`config.mk`:
```
export PLATFORM = sky130hd
export DESIGN_NAME = bus_msg_handler
export DESIGN_NICKNAME = d
export VERILOG_FILES = /design/src/hw/bus_msg_pkg.sv /design/src/hw/bus_msg_handler.sv
export SDC_FILE = /design/constraint.sdc
export NUM_CORES = 1
export LEC_CHECK = 0
export BUFFER_PORTS_ARGS = -buffer_cell sky130_fd_sc_hd__buf_2
export CORE_MARGIN = 10
export CORE_UTILIZATION = 42
export DETAILED_ROUTE_END_ITERATION = 7
export MAX_ROUTING_LAYER = met4
export PLACE_DENSITY = 0.9
export SLEW_MARGIN = 10
export SYNTH_ARGS = -nofsm -noshare
export SYNTH_HDL_FRONTEND = slang
export SYNTH_SLANG_ARGS = --single-unit
```
`constraint.sdc`:
```
create_clock -name clk -period 1.1 [get_ports clk]
set_input_delay 0 -clock clk [delete_from_list [all_inputs] [get_ports clk]]
set_output_delay 0 -clock clk [all_outputs]
set_load 0.05 [all_outputs]
```
`src/hw/bus_msg_pkg.sv`:
```
// Package: command codes, address limits, defaults and shared structs of the message handler
package bus_msg_pkg;

  // ---------------------------------------------------------------
  // Command codes and ranges
  // ---------------------------------------------------------------
  localparam logic [7:0] UNIV_LO = 8'h10;
  localparam logic [7:0] UNIV_HI = 8'h1F;
  localparam logic [7:0] ADDR_CMD_LO = 8'h00;
  localparam logic [7:0] ADDR_CMD_HI = 8'h0F;
  localparam logic [7:0] CMD_GTL = 8'h01;
  localparam logic [7:0] CMD_SDC = 8'h04;
  localparam logic [7:0] CMD_PPC = 8'h05;
  localparam logic [7:0] CMD_GET = 8'h08;
  localparam logic [7:0] CMD_GTR = 8'h0A;
  localparam logic [7:0] CMD_LLO = 8'h11;
  localparam logic [7:0] CMD_DCL = 8'h14;
  localparam logic [7:0] CMD_PPU = 8'h15;
  localparam logic [7:0] CMD_SPE = 8'h18;
  localparam logic [7:0] CMD_SPD = 8'h19;

  // ---------------------------------------------------------------
  // Address and serial defaults
  // ---------------------------------------------------------------
  localparam logic [4:0] BUS_ADDR_MAX = 5'h1E;
  localparam logic [4:0] BUS_ADDR_RST = 5'h1C;
  localparam int SERIAL_BAUD_DEFAULT = 115200;
  localparam logic SERIAL_PARITY_DEFAULT = 1'b0;
  localparam logic [1:0] SERIAL_STOP_DEFAULT = 2'h1;
  localparam logic [7:0] PP_CFG_RST = 8'h00;

  // ---------------------------------------------------------------
  // Shared types
  // ---------------------------------------------------------------
  typedef struct packed {
    logic valid;
    logic atn_n;
    logic [7:0] data;
  } bus_byte_t;

  typedef struct packed {
    logic remote;
    logic lockout;
    logic serial_poll;
    logic pp_configured;
  } iface_state_t;

endpackage : bus_msg_pkg

```
`src/hw/bus_msg_handler.sv`:
```
// Interface message handler: decodes universal and addressed bus commands
// What this block does
// - Data bytes are commands only with attention low
// - Codes 10 to 1F act always
// - Codes 00 to 0F need listener addressing
// - Device clear aborts parser, keeps settings
// - Interface clear line ends serial poll, cancels a pending poll setup and aborts parser
// - Local lockout disables the local key
// - Poll enable enters, disable leaves serial poll
// - Poll unconfigure drops parallel poll setup
// - Addressed trigger fires like external trigger
// - Configure command accepts next poll setup byte
// - Selected clear aborts parser when addressed only
// - Bus address limited to 0 through 30
// - Address survives an instrument settings reset
// - Address set by panel or remote command
// - Serial port defaults 115200, no parity, one stop
// - Device commands and acted-on codes other than go to local switch to remote
`timescale 1ns/1ns
module bus_msg_handler
  import bus_msg_pkg::*;
#(
  parameter int BAUD_DEFAULT = SERIAL_BAUD_DEFAULT
) (
  input wire logic clk,
  input wire logic resetn,
  input wire bus_byte_t bus_in,
  input wire logic ifc_n,
  input wire logic listen_addressed,
  input wire logic device_cmd,
  input wire logic local_address_key,
  input wire logic settings_reset,
  input wire logic panel_addr_we,
  input wire logic [4:0] panel_addr,
  input wire logic set_bus_address_command,
  input wire logic [4:0] remote_addr,
  output iface_state_t state,
  output logic [4:0] bus_address,
  output logic [7:0] pp_config,
  output logic trigger_pulse,
  output logic parser_clear,
  output logic [31:0] serial_baud,
  output logic serial_parity,
  output logic [1:0] serial_stop
);

  // Refuse a preset that the serial block cannot use, at elaboration
  if (BAUD_DEFAULT <= 0) begin : g_bad_baud
    $error("BAUD_DEFAULT must be positive");
  end

  // ---------------------------------------------------------------
  // Decode
  // ---------------------------------------------------------------
  logic is_cmd;
  logic is_univ;
  logic is_addr;
  assign is_cmd = bus_in.valid && !bus_in.atn_n;
  assign is_univ = is_cmd && bus_in.data >= UNIV_LO && bus_in.data <= UNIV_HI;
  assign is_addr = is_cmd && bus_in.data <= ADDR_CMD_HI && listen_addressed;

  // Only implemented, acted-on codes count; unknown or unaddressed ones leave state alone
  logic cmd_known;
  assign cmd_known = (is_univ && (bus_in.data == CMD_DCL || bus_in.data == CMD_LLO ||
    bus_in.data == CMD_SPE || bus_in.data == CMD_SPD || bus_in.data == CMD_PPU)) ||
    (is_addr && (bus_in.data == CMD_GET || bus_in.data == CMD_GTL ||
    bus_in.data == CMD_GTR || bus_in.data == CMD_PPC || bus_in.data == CMD_SDC));

  iface_state_t st_r, st_nxt;
  logic [4:0] addr_r, addr_nxt;
  logic [7:0] ppc_r, ppc_nxt;
  logic ppc_wait_r, ppc_wait_nxt;
  logic trig_r, trig_nxt;
  logic clr_r, clr_nxt;

  // ---------------------------------------------------------------
  // Next state; interface clear has top priority
  // ---------------------------------------------------------------
  always_comb begin
    st_nxt = st_r;
    ppc_nxt = ppc_r;
    ppc_wait_nxt = ppc_wait_r;
    trig_nxt = 1'b0;
    clr_nxt = 1'b0;
    // Remote entry on any device command from the controller
    if (device_cmd || cmd_known) begin
      st_nxt.remote = 1'b1;
    end
    // Local key only honoured when not locked out
    if (local_address_key && !st_r.lockout) begin
      st_nxt.remote = 1'b0;
    end
    // A configure byte arrives as the next data byte after the command
    if (ppc_wait_r && bus_in.valid && bus_in.atn_n) begin
      ppc_nxt = bus_in.data;
      st_nxt.pp_configured = 1'b1;
      ppc_wait_nxt = 1'b0;
    end
    if (is_univ) begin
      case (bus_in.data)
        CMD_DCL: clr_nxt = 1'b1;
        CMD_LLO: st_nxt.lockout = 1'b1;
        CMD_SPE: st_nxt.serial_poll = 1'b1;
        CMD_SPD: st_nxt.serial_poll = 1'b0;
        CMD_PPU: begin
          st_nxt.pp_configured = 1'b0;
          ppc_nxt = PP_CFG_RST;
          ppc_wait_nxt = 1'b0;
        end
        default: ;
      endcase
    end else if (is_addr) begin
      case (bus_in.data)
        CMD_GET: trig_nxt = 1'b1;
        CMD_GTL: st_nxt.remote = 1'b0;
        CMD_GTR: st_nxt.remote = 1'b1;
        CMD_PPC: ppc_wait_nxt = 1'b1;
        CMD_SDC: clr_nxt = 1'b1;
        default: ;
      endcase
    end
    if (!ifc_n) begin
      st_nxt.serial_poll = 1'b0;
      ppc_wait_nxt = 1'b0;
      clr_nxt = 1'b1;
    end
  end

  // Address: out-of-range requests are dropped, settings reset ignored
  always_comb begin
    addr_nxt = addr_r;
    if (set_bus_address_command && remote_addr <= BUS_ADDR_MAX) begin
      addr_nxt = remote_addr;
    end else if (panel_addr_we && panel_addr <= BUS_ADDR_MAX) begin
      addr_nxt = panel_addr;
    end
  end

  // ---------------------------------------------------------------
  // Registers
  // ---------------------------------------------------------------
  always_ff @(posedge clk or negedge resetn) begin
    if (!resetn) begin
      st_r <= '0;
      addr_r <= BUS_ADDR_RST;
      ppc_r <= PP_CFG_RST;
      ppc_wait_r <= 1'b0;
      trig_r <= 1'b0;
      clr_r <= 1'b0;
    end else begin
      st_r <= st_nxt;
      addr_r <= addr_nxt;
      ppc_r <= ppc_nxt;
      ppc_wait_r <= ppc_wait_nxt;
      trig_r <= trig_nxt;
      clr_r <= clr_nxt;
    end
  end

  assign state = st_r;
  assign bus_address = addr_r;
  assign pp_config = ppc_r;
  assign trigger_pulse = trig_r;
  assign parser_clear = clr_r;
  // Fixed presets; the serial block may override from its own menu
  assign serial_baud = 32'(BAUD_DEFAULT);
  assign serial_parity = SERIAL_PARITY_DEFAULT;
  assign serial_stop = SERIAL_STOP_DEFAULT;

  // ---------------------------------------------------------------
  // Assertions
  // ---------------------------------------------------------------
  property p_trig;
    @(posedge clk) disable iff (!resetn)
      (is_addr && bus_in.data == CMD_GET) |=> trigger_pulse ##1 !trigger_pulse;
  endproperty
  a_trig: assert property (p_trig) else $error("trigger not a single pulse");

  property p_unaddr;
    @(posedge clk) disable iff (!resetn)
      (is_cmd && bus_in.data == CMD_GET && !listen_addressed) |=> !trigger_pulse;
  endproperty
  a_unaddr: assert property (p_unaddr) else $error("unaddressed trigger acted");

  property p_atn;
    @(posedge clk) disable iff (!resetn)
      (bus_in.valid && bus_in.atn_n && !ppc_wait_r && ifc_n && !device_cmd)
        |=> $stable(st_r.serial_poll) && !trigger_pulse;
  endproperty
  a_atn: assert property (p_atn) else $error("data byte acted as command");

  property p_spe;
    @(posedge clk) disable iff (!resetn)
      (is_cmd && bus_in.data == CMD_SPE && ifc_n) |=> state.serial_poll;
  endproperty
  a_spe: assert property (p_spe) else $error("serial poll not entered");

  property p_ifc;
    @(posedge clk) disable iff (!resetn)
      !ifc_n |=> !state.serial_poll && parser_clear;
  endproperty
  a_ifc: assert property (p_ifc) else $error("interface clear ignored");

  property p_ppu;
    @(posedge clk) disable iff (!resetn)
      (is_cmd && bus_in.data == CMD_PPU) |=> !state.pp_configured && pp_config == PP_CFG_RST;
  endproperty
  a_ppu: assert property (p_ppu) else $error("parallel poll not dropped");

  property p_llo;
    @(posedge clk) disable iff (!resetn)
      (state.lockout && state.remote && local_address_key && !is_addr) |=> state.remote;
  endproperty
  a_llo: assert property (p_llo) else $error("lockout bypassed");

  property p_addr;
    @(posedge clk) disable iff (!resetn)
      bus_address <= BUS_ADDR_MAX;
  endproperty
  a_addr: assert property (p_addr) else $error("address out of range");

  property p_keep;
    @(posedge clk) disable iff (!resetn)
      (settings_reset && !set_bus_address_command && !panel_addr_we) |=> $stable(bus_address);
  endproperty
  a_keep: assert property (p_keep) else $error("address lost on settings reset");

  property p_remote;
    @(posedge clk) disable iff (!resetn)
      (device_cmd && !local_address_key) |=> state.remote;
  endproperty
  a_remote: assert property (p_remote) else $error("no remote on command");

  // Unknown codes must not even flip the remote state
  property p_unknown;
    @(posedge clk) disable iff (!resetn)
      (is_cmd && !cmd_known && ifc_n && !device_cmd && !local_address_key)
        |=> $stable(state) && !parser_clear && !trigger_pulse;
  endproperty
  a_unknown: assert property (p_unknown) else $error("unknown code changed state");

endmodule : bus_msg_handler

```
==> results of run 1 <==
per-stage QoR:
step,instance area [µm²],setup WS [ns],power (mW),instances,TNS [ns]
floorplan,1470,-0.0247,1.33,184,-0.0324
global placement,1570,-0.0840,1.38,242,-0.731
detailed placement,1570,-0.124,1.38,242,-1.06
CTS,1740,0.0133,2.04,257,0
global route,1770,-0.00654,2.12,259,-0.00654
finish,1770,0.0534,2.03,259,0
layout make-up:
type / instances / area [µm²]
Tap cell: 33 / 41.3
Sequential cell: 20 / 505
Fill cell: 280 / 1230
Timing Repair Buffer: 76 / 490
Multi-Input combinational cell: 119 / 658
Clock buffer: 3 / 22.5
Inverter: 7 / 26.3
Clock inverter: 1 / 30.0
worst max-delay path by stage:
stage / startpoint / end / slack, ns / cells after the start
6_report: bus_address[4] / bus_address[4] / 0.05 / 1
5_1_grt: remote_addr[2] / bus_address[2] / -0.007 / 7
4_1_cts: ppc_wait_r / pp_config[4] / 0.01 / 3
3_5_place_dp: bus_in[8] / state[3] / -0.12 / 5
3_3_place_gp: bus_in[8] / state[3] / -0.08 / 5
2_1_floorplan: bus_in[1] / ppc_wait_r / -0.02 / 5
cells in the mapped netlist (all sizes together):
| library cell | instances | area [µm²] |
|---|---|---|
| a21oi | 14 | 70.1 |
| a221oi | 1 | 8.76 |
| a311oi | 1 | 8.76 |
| a32oi | 1 | 8.76 |
| a41oi | 1 | 8.76 |
| and2 | 1 | 6.26 |
| and3 | 1 | 6.26 |
| and3b | 1 | 8.76 |
| buf | 36 | 268 |
| clkbuf | 2 | 7.51 |
| conb | 2 | 7.51 |
| dfrtp | 17 | 425 |
| dfstp | 3 | 78.8 |
| inv | 7 | 26.3 |
| mux2i | 1 | 10.0 |
| nand2 | 19 | 71.3 |
| nand2b | 3 | 18.8 |
| nand3 | 2 | 10.0 |
| nand3b | 2 | 15.0 |
| nand4 | 5 | 31.3 |
| nor2 | 5 | 18.8 |
| nor2b | 1 | 6.26 |
| nor3 | 3 | 15.0 |
| nor4 | 2 | 27.5 |
| nor4bb | 1 | 10.0 |
| o21a | 1 | 7.51 |
| o21ai | 6 | 30.0 |
| o22ai | 6 | 37.5 |
| o32ai | 2 | 17.5 |
| o41ai | 2 | 17.5 |
| or3 | 1 | 11.3 |
| or3b | 1 | 8.76 |
state kept, by name, indices dropped and copies added, names as in the netlist:
| signal | count |
|---|---|
| trigger_pulse | 1 |
| ppc_wait_r | 1 |
| bus_address | 5 |
| parser_clear | 1 |
| state | 4 |
| pp_config | 8 |
report_power, final:
part / internal (mW) / switching [mW] / total [mW] / leakage, nW
Sequential: 0.765 / 0.0107 / 0.776 / 0.252
Combinational: 0.160 / 0.491 / 0.651 / 0.617
Clock: 0.368 / 0.237 / 0.606 / 0.0279
Total: 1.29 / 0.739 / 2.03 / 0.897
metal layers:
metal  wire length, µm  share of wire [%]  vias to the layer above  global-route usage, %
li1                  -                  -                      613                      -
met1              1480                 37                      578                   14.3
met2              2050                 51                       73                   23.9
met3               402                 10                       12                   3.39
met4                65                1.6                        0                   4.54
met5                 0                  0                        -                      -
cell families after synthesis:
group	Yosys count	synth area share [%]
flops	20	38.7
other cells	2	0.576
mux	1	0.768
buf+inv	45	23.1
simple gates	48	20.3
compound gates	35	16.5
timing repair:
action                                 CTS  global route
hold buffers                            11             0
buffers inserted                         0             2
endpoints found under the hold margin   32             0
setup endpoints to repair                3            12
gates resized for setup                  3             5
pin swaps                                0             0
==> impl_metrics.yaml, run 1 <==
worst_hold_path:
  min_path_cells: 3
  worst_hold_path.endpoint: "bus_address[3]"
  worstHoldStart: "panel_addr[3]"
  hp-class: "input port to register"
floorplanning:
  die-area_um2: 5730
  die-height_um: 75.7
  core_um2: 3000
  initial_core_util_pct: 43.4
  rows: 20
  pin_count: 83
  die_x_um: 75.7
layout:
  syn2layout_area_growth_pct: 36.1
  finalCoreUtilization_pct: 59.1
  final_layout_size_suffix_gt1_share_pct: 36.3
  final_nets: 256
  final_cell_mix: "buf_2, conb_1, buf_4"
  diodes: 0
  final_common_cell: "buf_2"
timing:
  fin_skew_ns: 0.00680
  finalHoldViolations: 0
  holdWs_ns: 0.0147
  min_period_ns: 1.05
  max_freq_mhz: 955
  setup_viol: 0
  maxSlewViolCount: 0
  grt_setup_unrepaired: "true"
  period_share_pct: 95.1
flow_run:
  maxCapViolations: 0
clock_network:
  cts_tree: "built"
  htree_levels: 1
  cts_root_buf: "clkbuf_4"
  ctsLongestPathBuffers: 2
  cts_made_buffers: 3
  clock_sinks: 20
  clkTransAtPathRegs_ns: 0.11
  clock_latency_ns: 0.31
place:
  gp_congestion: 1.01
  dp_hpwl_um: 3080
  io_buffers: 46
worst_setup_path:
  r2r_cells: 4
  path_cells: "buf_4"
  path_class: "register to output pin"
  r2r_slack_ns: 0.10
  worstReg2RegEnd: "state[3]"
  path_delay_family: "flip-flops"
  critical-path-slowest-cell: "dfstp_2"
  cp.arrival_ns: 1.05
  critPathMaxStageDelay_ns: 0.55
  worstPathMaxFanout: 2
  required_ns: 1.10
  rr_startpoint: "state[2]"
  worstSetupStartpointType: "register"
  end_kind: "output pin"
  critical_path_buf_inv_count: 1
drt:
  wl_per_cell_um: 15.4
  drt_pass1_iterations: 4
  wirelength_um: 4000
  drtIter0Drc: 66
  route.detailed.drc: 0
  vias: 1276
  antenna_left: 0
  viasPerCell: 4.93
power:
  power_density_nw_per_um2: 1150
  peakVddDrop_mv: 0.695
  leakagePower_nw: 0.897
global_route:
  grt_pass1_wl_um: 5930
  grt.total_usage_pct: 13.5
  grt_max_degree: 21
  grt_antenna_before_repair: 0
  grt_pass1_vias: 1332
  gr-total-overflow: 0
yosys:
  synth_area_per_cell_um2: 8.63
  synth_area_um2: 1300
  synth_cells: 151
  yosysUniqueCellTypes: 35
  synth_warnings: 0
  ys_seq_area_share_pct: 38.7
  synth_seq_cells: 20
status:
  status: "finished clean"
Power figures use the tool's default switching activity.
==> run 2, diff against run 1 <==
--- a/config.mk
+++ b/config.mk
@@ -10,7 +10,7 @@
 export CORE_UTILIZATION = 42
 export DETAILED_ROUTE_END_ITERATION = 7
 export MAX_ROUTING_LAYER = met4
-export PLACE_DENSITY = 0.9
+export PLACE_DENSITY_LB_ADDON = 0.05
 export SLEW_MARGIN = 10
 export SYNTH_ARGS = -nofsm -noshare
 export SYNTH_HDL_FRONTEND = slang
==> impl_metrics.yaml, run 2 (synthesized netlist as in run 1, its figures left out) <==
worst_hold_path:
  worstHoldStart: "panel_addr_we"
  hp-class: "input port to register"
  min_path_cells: 3
  worst_hold_path.endpoint: "bus_address[2]"
clock_network:
  cts_made_buffers: 3
  clock_latency_ns: 0.30
  htree_levels: 1
  ctsLongestPathBuffers: 2
  clkTransAtPathRegs_ns: 0.11
  cts_root_buf: "clkbuf_4"
  cts_tree: "built"
  clock_sinks: 20
worst_setup_path:
  r2r_cells: 4
  path_class: "input port to register"
  r2r_slack_ns: 0.09
  worstSetupStartpointType: "input port"
  required_ns: 1.33
  cp.arrival_ns: 1.31
  rr_startpoint: "state[2]"
  end_kind: "register"
  worstReg2RegEnd: "state[3]"
  worstPathMaxFanout: 2
layout:
  final_layout_size_suffix_gt1_share_pct: 33.6
  layoutNonFillerInstCount: 256
  diodes: 0
  finalCoreUtilization_pct: 57.5
  final_cell_mix: "buf_2, conb_1, nand2_1"
  final_common_cell: "buf_2"
  largest_reg_flops: 8
  syn2layout_area_growth_pct: 32.4
  final_nets: 253
place:
  gp_congestion: 0.821
  dp.cells: 239
  io_buffers: 46
  dp_hpwl_um: 2950
drt:
  wl_per_cell_um: 14.2
  drtIter0Drc: 24
  drt_pass1_iterations: 4
  viasPerCell: 4.81
  antenna_left: 0
  route.detailed.drc: 0
  vias: 1231
  wirelength_um: 3620
global_route:
  grt.total_usage_pct: 12.5
  grt_max_degree: 21
  gr-total-overflow: 0
  grt_pass1_wl_um: 5530
  grt_antenna_before_repair: 0
  grt_pass1_vias: 1228
floorplanning:
  die_x_um: 75.7
  pin_count: 83
  core_um2: 3000
  rows: 20
  die-area_um2: 5730
  die-height_um: 75.7
  initial_core_util_pct: 43.4
timing:
  finalHoldViolations: 0
  fin_skew_ns: 0.00112
  period_share_pct: 98.1
  grt_setup_unrepaired: "false"
  holdWs_ns: 0.0270
  max_freq_mhz: 927
  maxSlewViolCount: 0
  min_period_ns: 1.08
  setup_viol: 0
power:
  power_density_nw_per_um2: 1070
  leakagePower_nw: 0.876
  power_mw: 1.84
  peakVddDrop_mv: 0.490
flow_run:
  maxCapViolations: 0
status:
  status: "finished clean"
==> run 2: cell types whose count changed in the layout (fill, tap and decap cells not counted), sizes merged <==
cell         delta
buf             -5
bufinv          -1
clkbuf          +1
dlygate4sd3     +2
==> run 2: worst max path at each step <==
stage / to / from / cells past startpoint / slack, ns
3_5_place_dp: state[3] / bus_in[8] / 5 / -0.13
5_1_grt: bus_address[4] / bus_address[4] / 1 / 0.005
4_1_cts: bus_address[4] / bus_address[4] / 1 / 0.04
3_3_place_gp: state[3] / bus_in[8] / 5 / -0.17
6_report: trigger_pulse / bus_in[0] / 4 / 0.02
2_1_floorplan: ppc_wait_r / bus_in[1] / 5 / -0.02
==> run 2: where the power goes <==
| group | internal (mW) | total [mW] | leakage, nW | switching (mW) |
|---|---|---|---|---|
| registers | 0.765 | 0.776 | 0.252 | 0.0107 |
| logic | 0.155 | 0.636 | 0.603 | 0.481 |
| clock network | 0.202 | 0.429 | 0.0210 | 0.227 |
==> run 2: worst max-delay path, cell delays in order <==
cell and delay (ns):
buf_2 0.10, or3b_2 0.48, dlygate4sd3_1 0.59, nor3_1 0.13
==> run 2: layout make-up <==
type	count	area (µm²)
fillers	260	1280
multi-input cells	119	644
flip-flops and latches	20	505
repair buffers	73	473
well taps	33	41.3
clock buffers	4	36.3
inverters	7	26.3
==> run 2: what timing repair did <==
action                                  in CTS  in global routing
buffers inserted                             0                  0
endpoints found under the hold margin       33                  0
endpoints found under the setup margin       3                  3
hold buffers                                13                  0
resized for setup                            3                  1
pin swaps                                    0                  0
==> run 2: through the flow <==
| stage | worst slack [ns] | setup TNS (ns) | area (µm²) |
|---|---|---|---|
| floorplan | -0.0247 | -0.0324 | 1470 |
| global placement | -0.174 | -1.07 | 1550 |
| detailed placement | -0.133 | -1.02 | 1550 |
| CTS | 0.0374 | 0 | 1730 |
| global route | 0.00501 | 0 | 1730 |
| finish | 0.0212 | 0 | 1730 |
==> run 2: per-layer routing <==
layer  part of all wire [%]  GRT usage [%]  routed length (µm)  vias up
li1                       -              -                   -      605
met1                     39           13.8                1420      572
met4                   0.94           4.54                  34        0
met3                    9.6           3.13                 348        4
met5                      0              -                   0        -
met2                     50           21.4                1820       50
